`src/common/tsw_pkg.sv`:
```
package tsw_pkg;
  // ****************************************
  // register map
  // ****************************************
  localparam int          ADDR_W          = 4;
  localparam logic [3:0]  OFF_STATUS      = 4'h0;
  localparam logic [3:0]  OFF_IRQ_MASK    = 4'h4;
  localparam logic [3:0]  OFF_LAST_CMD    = 4'h8;
  localparam logic [15:0] STATUS_RST      = 16'h0000;
  localparam logic [15:0] MASK_RST        = 16'h0000;
  // ****************************************
  // status word fields
  // ****************************************
  localparam int          BIT_TX_RDY_RX_FILL = 15;
  localparam int          BIT_POWER_ON       = 14;
  localparam int          BIT_UNDERRUN_OVF   = 13;
  localparam int          BIT_WAKEUP_OVF     = 12;
  localparam int          BIT_EXT_INT_FALL   = 11;
  localparam int          BIT_LOW_SUPPLY     = 10;
  localparam int          BIT_RX_EMPTY       = 9;
  localparam int          BIT_SIG_STRENGTH   = 8;
  localparam int          BIT_DATA_QUALITY   = 7;
  localparam int          BIT_CLK_LOCK       = 6;
  localparam int          BIT_AFC_TOGGLE     = 5;
  localparam int          BIT_AFC_SIGN       = 4;
  localparam int          STICKY_W           = 5;
  // ****************************************
  // serial command port
  // ****************************************
  localparam int          CMD_BITS        = 16;
  localparam logic [4:0]  CNT_LAST        = 5'h0f;
  localparam logic        CMD_STATUS_LEAD = 1'b0;
  typedef enum logic [2:0] {
    TSW_IDLE  = 3'b000,
    TSW_FIRST = 3'b001,
    TSW_READ  = 3'b010,
    TSW_WRITE = 3'b011,
    TSW_DONE  = 3'b100
  } tsw_ser_state_t;
endpackage : tsw_pkg

```
`src/tsw_sticky_flags.sv`:
```
`timescale 1ns/1ps
module tsw_sticky_flags #(
  parameter int W = 5
) (
  input  wire logic         clock,
  input  wire logic         resetn,
  input  wire logic [W-1:0] set,
  input  wire logic         clr,
  output logic      [W-1:0] flags
);
  // ****************************************
  // clear-on-read flags
  // ****************************************
  // a set in the clearing cycle survives: no event is lost
  always_ff @(posedge clock or negedge resetn) begin
    if (!resetn) begin
      flags <= '0;
    end else begin
      flags <= (flags & ~{W{clr}}) | set;
    end
  end
endmodule : tsw_sticky_flags

```
`src/tsw_afc_tracker.sv`:
```
`timescale 1ns/1ps
module tsw_afc_tracker #(
  parameter int VAL_W = 4
) (
  input  wire logic             clock,
  input  wire logic             resetn,
  input  wire logic             cycle_done,
  input  wire logic             sign_in,
  input  wire logic [VAL_W-1:0] value_in,
  output logic                  afc_cycle_toggle,
  output logic                  afc_offset_sign,
  output logic      [VAL_W-1:0] afc_offset_value
);
  // ****************************************
  // afc cycle result
  // ****************************************
  // holding the result keeps it steady between cycles for the reader
  always_ff @(posedge clock or negedge resetn) begin
    if (!resetn) begin
      afc_cycle_toggle <= 1'b0;
      afc_offset_sign  <= 1'b0;
      afc_offset_value <= '0;
    end else if (cycle_done) begin
      afc_cycle_toggle <= ~afc_cycle_toggle;
      afc_offset_sign  <= sign_in;
      afc_offset_value <= value_in;
    end
  end
endmodule : tsw_afc_tracker

```
`src/tsw_status_word.sv`:
```
// Implementation choices: strobed register access and the register addresses.
`timescale 1ns/1ps
// Summary of operation
// - low supply flag follows supply comparator
// - rx fifo empty flag reports fifo state
// - transmit mode: bit 8 shows antenna strength
// - receive mode: bit 8 shows rssi above limit
// - data quality indicator reported
// - clock recovery lock reported
// - toggle bit inverts per afc cycle
// - afc offset sign reported
// - four-bit signed offset in low bits
// - leading 0 reads status, 1 other commands
// - clear-on-read flags cleared after read
// - status word zero after reset
// - bit 15: tx ready or rx fill
// - power-on flag set after reset
// - bit 13: tx underrun or rx overflow
// - wake-up timer overflow sets flag
module tsw_status_word (
  input  wire logic        clock,
  input  wire logic        resetn,
  input  wire logic [3:0]  bus_addr,
  input  wire logic [15:0] bus_wdata,
  input  wire logic        bus_wr,
  input  wire logic        bus_rd,
  output logic      [15:0] bus_rdata,
  output logic             irq,
  input  wire logic        serial_sel_n,
  input  wire logic        serial_clk,
  input  wire logic        serial_din,
  output logic             serial_dout,
  output logic             cmd_valid,
  output logic      [15:0] cmd_data,
  input  wire logic        tx_mode,
  input  wire logic        tx_reg_ready,
  input  wire logic        rx_fill_reached,
  input  wire logic        tx_underrun,
  input  wire logic        rx_overflow,
  input  wire logic        wakeup_overflow,
  input  wire logic        ext_int_fall,
  input  wire logic        low_supply_in,
  input  wire logic        rx_fifo_empty_in,
  input  wire logic        ant_strong,
  input  wire logic        rssi_above,
  input  wire logic        data_quality_in,
  input  wire logic        clock_lock_in,
  input  wire logic        afc_cycle_done,
  input  wire logic        afc_offset_sign_in,
  input  wire logic [3:0]  afc_offset_value_in
);
  // ****************************************
  // declarations
  // ****************************************
  logic [15:0]                  status_word_reg;
  logic [15:0]                  status_word_next;
  logic [15:0]                  irq_mask_reg;
  logic [15:0]                  last_cmd_reg;
  logic                         por_seen_reg;
  logic [tsw_pkg::STICKY_W-1:0] sticky_set;
  logic [tsw_pkg::STICKY_W-1:0] sticky_flags;
  logic                         read_clear;
  logic                         bus_status_rd;
  logic                         afc_cycle_toggle;
  logic                         afc_offset_sign;
  logic [3:0]                   afc_offset_value;
  logic                         sck_prev_reg;
  logic                         sck_rise;
  tsw_pkg::tsw_ser_state_t      ser_state_reg;
  tsw_pkg::tsw_ser_state_t      ser_state_next;
  logic [4:0]                   bit_cnt_reg;
  logic [15:0]                  shift_reg;
  logic                         ser_status_rd;

  // ****************************************
  // event flags
  // ****************************************
  // order of the vector: 4=bit15, 3=bit14, 2=bit13, 1=bit12, 0=bit11
  always_comb begin
    sticky_set[4] = tx_mode ? tx_reg_ready : rx_fill_reached;
    sticky_set[3] = ~por_seen_reg;
    sticky_set[2] = tx_mode ? tx_underrun : rx_overflow;
    sticky_set[1] = wakeup_overflow;
    sticky_set[0] = ext_int_fall;
  end

  // power-on flag raised once, in the first cycle after reset release
  always_ff @(posedge clock or negedge resetn) begin
    if (!resetn) begin
      por_seen_reg <= 1'b0;
    end else begin
      por_seen_reg <= 1'b1;
    end
  end

  assign bus_status_rd = bus_rd && (bus_addr == tsw_pkg::OFF_STATUS);
  assign read_clear    = bus_status_rd | ser_status_rd;

  tsw_sticky_flags #(
    .W (tsw_pkg::STICKY_W)
  ) u_sticky (
    .clock  (clock),
    .resetn (resetn),
    .set    (sticky_set),
    .clr    (read_clear),
    .flags  (sticky_flags)
  );

  tsw_afc_tracker #(
    .VAL_W (4)
  ) u_afc (
    .clock            (clock),
    .resetn           (resetn),
    .cycle_done       (afc_cycle_done),
    .sign_in          (afc_offset_sign_in),
    .value_in         (afc_offset_value_in),
    .afc_cycle_toggle (afc_cycle_toggle),
    .afc_offset_sign  (afc_offset_sign),
    .afc_offset_value (afc_offset_value)
  );

  // ****************************************
  // status word
  // ****************************************
  always_comb begin
    status_word_next = {sticky_flags,
                        low_supply_in,
                        rx_fifo_empty_in,
                        tx_mode ? ant_strong : rssi_above,
                        data_quality_in,
                        clock_lock_in,
                        afc_cycle_toggle,
                        afc_offset_sign,
                        afc_offset_value};
  end

  always_ff @(posedge clock or negedge resetn) begin
    if (!resetn) begin
      status_word_reg <= tsw_pkg::STATUS_RST;
    end else begin
      status_word_reg <= status_word_next;
    end
  end

  // ****************************************
  // register bus
  // ****************************************
  always_ff @(posedge clock or negedge resetn) begin
    if (!resetn) begin
      irq_mask_reg <= tsw_pkg::MASK_RST;
    end else if (bus_wr && bus_addr == tsw_pkg::OFF_IRQ_MASK) begin
      irq_mask_reg <= bus_wdata;
    end
  end

  always_ff @(posedge clock or negedge resetn) begin
    if (!resetn) begin
      bus_rdata <= 16'h0000;
    end else if (!bus_rd) begin
      bus_rdata <= 16'h0000;
    end else if (bus_addr == tsw_pkg::OFF_STATUS) begin
      // live word: a flag set one edge before the read is shown before it is cleared
      bus_rdata <= status_word_next;
    end else if (bus_addr == tsw_pkg::OFF_IRQ_MASK) begin
      bus_rdata <= irq_mask_reg;
    end else if (bus_addr == tsw_pkg::OFF_LAST_CMD) begin
      bus_rdata <= last_cmd_reg;
    end else begin
      bus_rdata <= 16'h0000;
    end
  end

  // level output: stays high while any unmasked status bit is set
  always_ff @(posedge clock or negedge resetn) begin
    if (!resetn) begin
      irq <= 1'b0;
    end else begin
      irq <= |(status_word_next & irq_mask_reg);
    end
  end

  // ****************************************
  // serial command port
  // ****************************************
  // clock pin is sampled, so it must run well below half the core rate
  always_ff @(posedge clock or negedge resetn) begin
    if (!resetn) begin
      sck_prev_reg <= 1'b0;
    end else begin
      sck_prev_reg <= serial_clk;
    end
  end

  assign sck_rise      = serial_clk & ~sck_prev_reg;
  assign ser_status_rd = (ser_state_reg == tsw_pkg::TSW_FIRST) && sck_rise
                         && (serial_din == tsw_pkg::CMD_STATUS_LEAD);

  always_comb begin
    ser_state_next = ser_state_reg;
    if (serial_sel_n) begin
      ser_state_next = tsw_pkg::TSW_IDLE;
    end else begin
      case (ser_state_reg)
        tsw_pkg::TSW_IDLE: begin
          ser_state_next = tsw_pkg::TSW_FIRST;
        end
        tsw_pkg::TSW_FIRST: begin
          if (sck_rise) begin
            ser_state_next = (serial_din == tsw_pkg::CMD_STATUS_LEAD) ?
                             tsw_pkg::TSW_READ : tsw_pkg::TSW_WRITE;
          end
        end
        tsw_pkg::TSW_READ, tsw_pkg::TSW_WRITE: begin
          if (sck_rise && bit_cnt_reg == tsw_pkg::CNT_LAST) begin
            ser_state_next = tsw_pkg::TSW_DONE;
          end
        end
        default: begin
          ser_state_next = ser_state_reg;
        end
      endcase
    end
  end

  always_ff @(posedge clock or negedge resetn) begin
    if (!resetn) begin
      ser_state_reg <= tsw_pkg::TSW_IDLE;
    end else begin
      ser_state_reg <= ser_state_next;
    end
  end

  always_ff @(posedge clock or negedge resetn) begin
    if (!resetn) begin
      bit_cnt_reg <= 5'h00;
    end else if (ser_state_reg == tsw_pkg::TSW_IDLE) begin
      bit_cnt_reg <= 5'h00;
    end else if (sck_rise) begin
      bit_cnt_reg <= bit_cnt_reg + 5'h01;
    end
  end

  // status snapshot taken at the leading bit so the word cannot tear
  always_ff @(posedge clock or negedge resetn) begin
    if (!resetn) begin
      shift_reg   <= 16'h0000;
      serial_dout <= 1'b0;
    end else if (ser_status_rd) begin
      shift_reg   <= status_word_next;
      serial_dout <= status_word_next[15];
    end else if (ser_state_reg == tsw_pkg::TSW_READ && sck_rise) begin
      shift_reg   <= {shift_reg[14:0], 1'b0};
      serial_dout <= shift_reg[14];
    end else if (ser_state_reg == tsw_pkg::TSW_FIRST && sck_rise) begin
      shift_reg   <= {15'h0000, serial_din};
      serial_dout <= 1'b0;
    end else if (ser_state_reg == tsw_pkg::TSW_WRITE && sck_rise) begin
      shift_reg   <= {shift_reg[14:0], serial_din};
    end else if (ser_state_reg == tsw_pkg::TSW_IDLE) begin
      serial_dout <= 1'b0;
    end
  end

  // other commands are handed on whole; a copy is also kept in last_cmd_reg for bus reads
  always_ff @(posedge clock or negedge resetn) begin
    if (!resetn) begin
      cmd_valid    <= 1'b0;
      cmd_data     <= 16'h0000;
      last_cmd_reg <= 16'h0000;
    end else if (ser_state_reg == tsw_pkg::TSW_WRITE && sck_rise
                 && bit_cnt_reg == tsw_pkg::CNT_LAST && !serial_sel_n) begin
      cmd_valid    <= 1'b1;
      cmd_data     <= {shift_reg[14:0], serial_din};
      last_cmd_reg <= {shift_reg[14:0], serial_din};
    end else begin
      cmd_valid    <= 1'b0;
    end
  end

  // ****************************************
  // checks
  // ****************************************
  AST_LOW_SUPPLY: assert property (
    @(posedge clock) disable iff (!resetn)
    ##1 status_word_reg[tsw_pkg::BIT_LOW_SUPPLY] == $past(low_supply_in))
    else $error("low supply flag does not follow input");

  AST_RX_EMPTY: assert property (
    @(posedge clock) disable iff (!resetn)
    ##1 status_word_reg[tsw_pkg::BIT_RX_EMPTY] == $past(rx_fifo_empty_in))
    else $error("rx empty flag missing");

  AST_TX_STRENGTH: assert property (
    @(posedge clock) disable iff (!resetn)
    tx_mode |=> status_word_reg[tsw_pkg::BIT_SIG_STRENGTH] == $past(ant_strong))
    else $error("tx strength flag wrong");

  AST_RX_STRENGTH: assert property (
    @(posedge clock) disable iff (!resetn)
    !tx_mode |=> status_word_reg[tsw_pkg::BIT_SIG_STRENGTH] == $past(rssi_above))
    else $error("rx strength flag wrong");

  AST_QUALITY_LOCK: assert property (
    @(posedge clock) disable iff (!resetn)
    ##1 {status_word_reg[tsw_pkg::BIT_DATA_QUALITY], status_word_reg[tsw_pkg::BIT_CLK_LOCK]}
      == $past({data_quality_in, clock_lock_in}))
    else $error("quality or lock flag wrong");

  AST_AFC_TOGGLE: assert property (
    @(posedge clock) disable iff (!resetn)
    afc_cycle_done |=> ##1 status_word_reg[tsw_pkg::BIT_AFC_TOGGLE] != $past(afc_cycle_toggle, 2))
    else $error("afc toggle did not invert");

  AST_AFC_HOLD: assert property (
    @(posedge clock) disable iff (!resetn)
    !afc_cycle_done |=> $stable(afc_cycle_toggle))
    else $error("afc toggle moved without a cycle");

  AST_AFC_OFFSET: assert property (
    @(posedge clock) disable iff (!resetn)
    afc_cycle_done |-> ##2 status_word_reg[4:0] == $past({afc_offset_sign_in, afc_offset_value_in}, 2))
    else $error("afc offset not reported");

  AST_LEAD_BIT: assert property (
    @(posedge clock) disable iff (!resetn)
    (ser_state_reg == tsw_pkg::TSW_FIRST && sck_rise && serial_din && !serial_sel_n)
      |=> ser_state_reg == tsw_pkg::TSW_WRITE && shift_reg[15:0] == 16'h0001)
    else $error("leading 1 not decoded as command");

  AST_CLEAR_ON_READ: assert property (
    @(posedge clock) disable iff (!resetn)
    (read_clear && !wakeup_overflow) |=> !sticky_flags[1])
    else $error("wake-up flag not cleared by read");

  AST_RESET_ZERO: assert property (
    @(posedge clock) disable iff (!resetn)
    !por_seen_reg |-> status_word_reg == 16'h0000)
    else $error("status word not zero after reset");

  AST_POWER_ON: assert property (
    @(posedge clock) disable iff (!resetn)
    !por_seen_reg |=> ##1 status_word_reg[tsw_pkg::BIT_POWER_ON])
    else $error("power-on flag not raised");

  AST_SHIFT_OUT: assert property (
    @(posedge clock) disable iff (!resetn)
    (ser_state_reg == tsw_pkg::TSW_READ && sck_rise && !serial_sel_n)
      |=> serial_dout == $past(shift_reg[14]))
    else $error("status bit shifted out of order");

  AST_SNAPSHOT: assert property (
    @(posedge clock) disable iff (!resetn)
    ser_status_rd |=> serial_dout == $past(status_word_next[15]) && shift_reg == $past(status_word_next))
    else $error("status snapshot wrong");
endmodule : tsw_status_word

```
`config.mk`:
```
export PLATFORM = sky130hd
export DESIGN_NAME = tsw_status_word
export DESIGN_NICKNAME = d
export VERILOG_FILES = /design/src/common/tsw_pkg.sv /design/src/tsw_sticky_flags.sv /design/src/tsw_afc_tracker.sv /design/src/tsw_status_word.sv
export SDC_FILE = /design/constraint.sdc
export NUM_CORES = 1
export LEC_CHECK = 0
export BUFFER_PORTS_ARGS = -buffer_cell sky130_fd_sc_hd__buf_2
export CAP_MARGIN = 20
export CORE_MARGIN = 2
export CORE_UTILIZATION = 40
export DETAILED_ROUTE_END_ITERATION = 10
export GPL_ROUTABILITY_DRIVEN = 0
export REMOVE_ABC_BUFFERS = 1
export SLEW_MARGIN = 10
export SYNTH_ARGS = -nofsm -noshare
export SYNTH_HDL_FRONTEND = slang
export SYNTH_SLANG_ARGS = --single-unit
```
`constraint.sdc`:
```
create_clock -name clock -period 2.1 [get_ports clock]
set_input_delay 0.42 -clock clock [delete_from_list [all_inputs] [get_ports clock]]
set_output_delay 0.42 -clock clock [all_outputs]
set_load 0.01 [all_outputs]
```
==> impl_metrics.toml <==
[status]
outcome = "finished clean"

[floorplanning]
die_x_um = 102
die_y_um = 102
fp-row-count = 35
io_pins = 81
start_util = 0.416
die-area_um2 = 10500
core-area_um2 = 9280

[cells_and_area]
final_area_um2 = 4630
drive_gt1_frac = 0.354
antenna_cells = 0
stdcell_count = 558
synthToLayoutAreaGrowth_pct = 19.9
utilization = 0.499
seqCellArea_um2 = 2180
fillers = 901
nets = 472
multi_input_area_um2 = 1560

[timing]
slew_viol_final = 0
hold_viol = 0
whs_ns = 0.0140
setup_ws_ns = 0.154
relSlewSlack = 0.591
fin_worst_skew_ns = 0.0166
period_share = 0.927
worst_pin_slew_ns = 0.613
clock.fmax_mhz = 514
setup_viol = 0
min_period_ns = 1.95
rsz0062_at_grt = "no"

[cts]
clkTransAtPathRegs_ns = 0.09
clkLatencyLatePin_ns = 0.35
postCtsHoldBufs = 0
clockBufferDepth = 2
cts_tree = "done"
clock-root-buffer = "clkbuf_8"
cts-buffers-inserted = 9
htree_levels = 3
cts_sinks = 87
post-cts-setup-buffers = 0

[global_route]
grt_max_degree = 39
met1_usage = 0.286
antenna_found_initial = 0
met3_usage = 0.0308
grt_usage = 0.196
grt_overflow = 0
grt_pass1_wl_mm = 15.5
busiest_layer = "met2"
met2_usage = 0.293
grt_pass1_vias = 2892

[placed_design]
placed_area_um2 = 4440
dp_worst_setup_slack_ns = -0.0845
placed_cells = 542
place_hpwl_mm = 6.93
io_buffers = 80

[drt]
drc = 0
drtPass1Iterations = 4
ant_nets = 0
avgViaCountPerCell = 5.36
vias = 2993
routed_wl_mm = 9.55
drtIter0Drc = 113
avgRoutedWirePerCell_um = 17.1

[power_and_ir_drop]
clkPwrFrac = 0.304
swShare = 0.280
p_leak_nw = 2.18
p_int_mw = 2.69
power_density_nw_per_um2 = 806
seq_power_share = 0.556
net-switching-power_mw = 1.04
irDropWorstVdd_mv = 0.345
p_comb_frac = 0.141

[setup_path]
cp_max_fo = 17
cp_common_cell = "ha_1"
cpPeakStageDelay_ns = 0.54
r2r_slack_ns = 0.15
r2r-start = "bit_cnt_reg[0]"
startpoint_type = "flip-flop"
path_cells = "ha_1, and3_1, ha_1, and4_2, mux2_2"
end_kind = "flip-flop"
crit_arrival_ns = 2.18
reg2reg_to = "last_cmd_reg[6]"
cp_slowest_cell = "and4_2"
critPathLaunch = "bit_cnt_reg[0]"
crit_required_ns = 2.34
path_class = "flip-flop to flip-flop"
r2r_cells = 5
cp-endpoint = "last_cmd_reg[6]"

[synth]
synth.distinct_cells = 41
synthArstFlopShare = 1.00
syn_inst = 341
avgSynthCellArea_um2 = 11.3
synth-seq-cells = 87
synth_seq_area_share = 0.564
yosys.area.top_type = "dfrtp_1"
synthFlopType = "dfrtp_1"
yosysWarnings = 0
synth_edf_count = 0
yosys-top-cells-area = "dfrtp_1 56%, mux2_2 11%, nor2_1 4.0%"
netlist_area_um2 = 3860
yosysTopAreaCellShare = 0.564

[hold_path]
holdCritPathClass = "primary input to async pin"

[run]
cap_violations = 0
## synthesized netlist by cell type, types with 2 or more instances
cell and number:
dfrtp_1 87, nor2_1 41, mux2_2 38, nand2_1 23, nor2b_1 22, nand4_1 18
a2111oi_0 16, a31oi_1 16, nand2b_1 16, buf_2 11, clkbuf_1 9, a22oi_1 4
a21oi_1 3, xor2_1 3, a211oi_1 2, a21o_1 2, a221o_1 2, a22o_1 2
buf_4 2, ha_1 2, inv_1 2
## worst min path at each step
| stage | from | end | slack [ns] | cells past startpoint |
|---|---|---|---|---|
| after floorplan | resetn | bit_cnt_reg[0] | 0.12 | 0 |
| after global placement | por_seen_reg | u_sticky.flags[3] | 0.38 | 1 |
| after detailed placement | por_seen_reg | u_sticky.flags[3] | 0.40 | 1 |
| after CTS | resetn | bit_cnt_reg[2] | 0.03 | 1 |
| after global routing | resetn | bit_cnt_reg[2] | 0.05 | 1 |
| final | resetn | bit_cnt_reg[2] | 0.01 | 1 |
## power groups by stage
stage | clock (mW) | sequential [mW] | combinational [mW]
after global placement | 0 | 2.10 | 0.515
after floorplan | 0 | 2.04 | 0.327
final | 1.13 | 2.07 | 0.524
after global routing | 1.23 | 2.10 | 0.601
after detailed placement | 0 | 2.10 | 0.529
after CTS | 1.16 | 2.07 | 0.532
## placed cells by master, fill, tap and decap left out, types with 2 or more instances in the layout
cell,instances
a31oi_1,16
a21o_1,2
xor2_1,3
dfrtp_1,87
a22oi_1,4
clkbuf_8,9
buf_2,79
a2111oi_0,16
ha_1,2
nand4_1,18
inv_1,2
clkinv_2,4
nor2_1,41
buf_4,16
a22o_1,2
a21oi_1,3
mux2_2,38
nor2b_1,21
a221o_1,2
nand2b_1,16
nand2_1,23
a211oi_1,2
## timing repair
action,in CTS,in global routing
endpoints found under the setup margin,16,0
endpoints found under the hold margin,0,0
gates resized for setup,1,0
## cell families (layout without fill, tap and decap cells)
logic type	count (synthesis)	count (layout)	share of synthesized area
AND/OR/NAND/NOR	129	129	0.171
flip-flops	87	87	0.564
AO/OA/AOI/OAI	52	52	0.102
multiplexers	39	39	0.113
buffers and inverters	27	115	0.0340
XOR/XNOR	4	4	0.00907
adder cells (fa/ha/maj)	2	2	0.00648
other	1	1	0.000971
## per-layer routing
metal / vias to the layer above / part of all wire / wire (µm)
li1: 1393 / - / -
met1: 1505 / 0.46 / 4430
met2: 81 / 0.47 / 4500
met3: 14 / 0.047 / 453
met4: 0 / 0.018 / 170
met5: - / 0 / 0
## per-stage QoR
step	setup TNS [ns]	total power, mW
floorplan	-10.45	2.36
global placement	-0.520	2.62
detailed placement	-1.25	2.63
CTS	0	3.77
global route	0	3.94
finish	0	3.73
## layout make-up
cell class | instances | share of cell area
Clock inverter | 6 | 0.0127
Inverter | 3 | 0.00243
Timing Repair Buffer | 96 | 0.116
Tap cell | 129 | 0.0349
Sequential cell | 87 | 0.470
Clock buffer | 10 | 0.0276
Multi-Input combinational cell | 227 | 0.336
## worst max-delay path, delay by kind of cell (launching register included)
kind          cells  cell delay (ns)
fa+ha+maj         2             0.34
flops             1             0.40
mux               1             0.39
simple gates      2             0.70
Note: power is estimated with default switching activity, not from simulation.
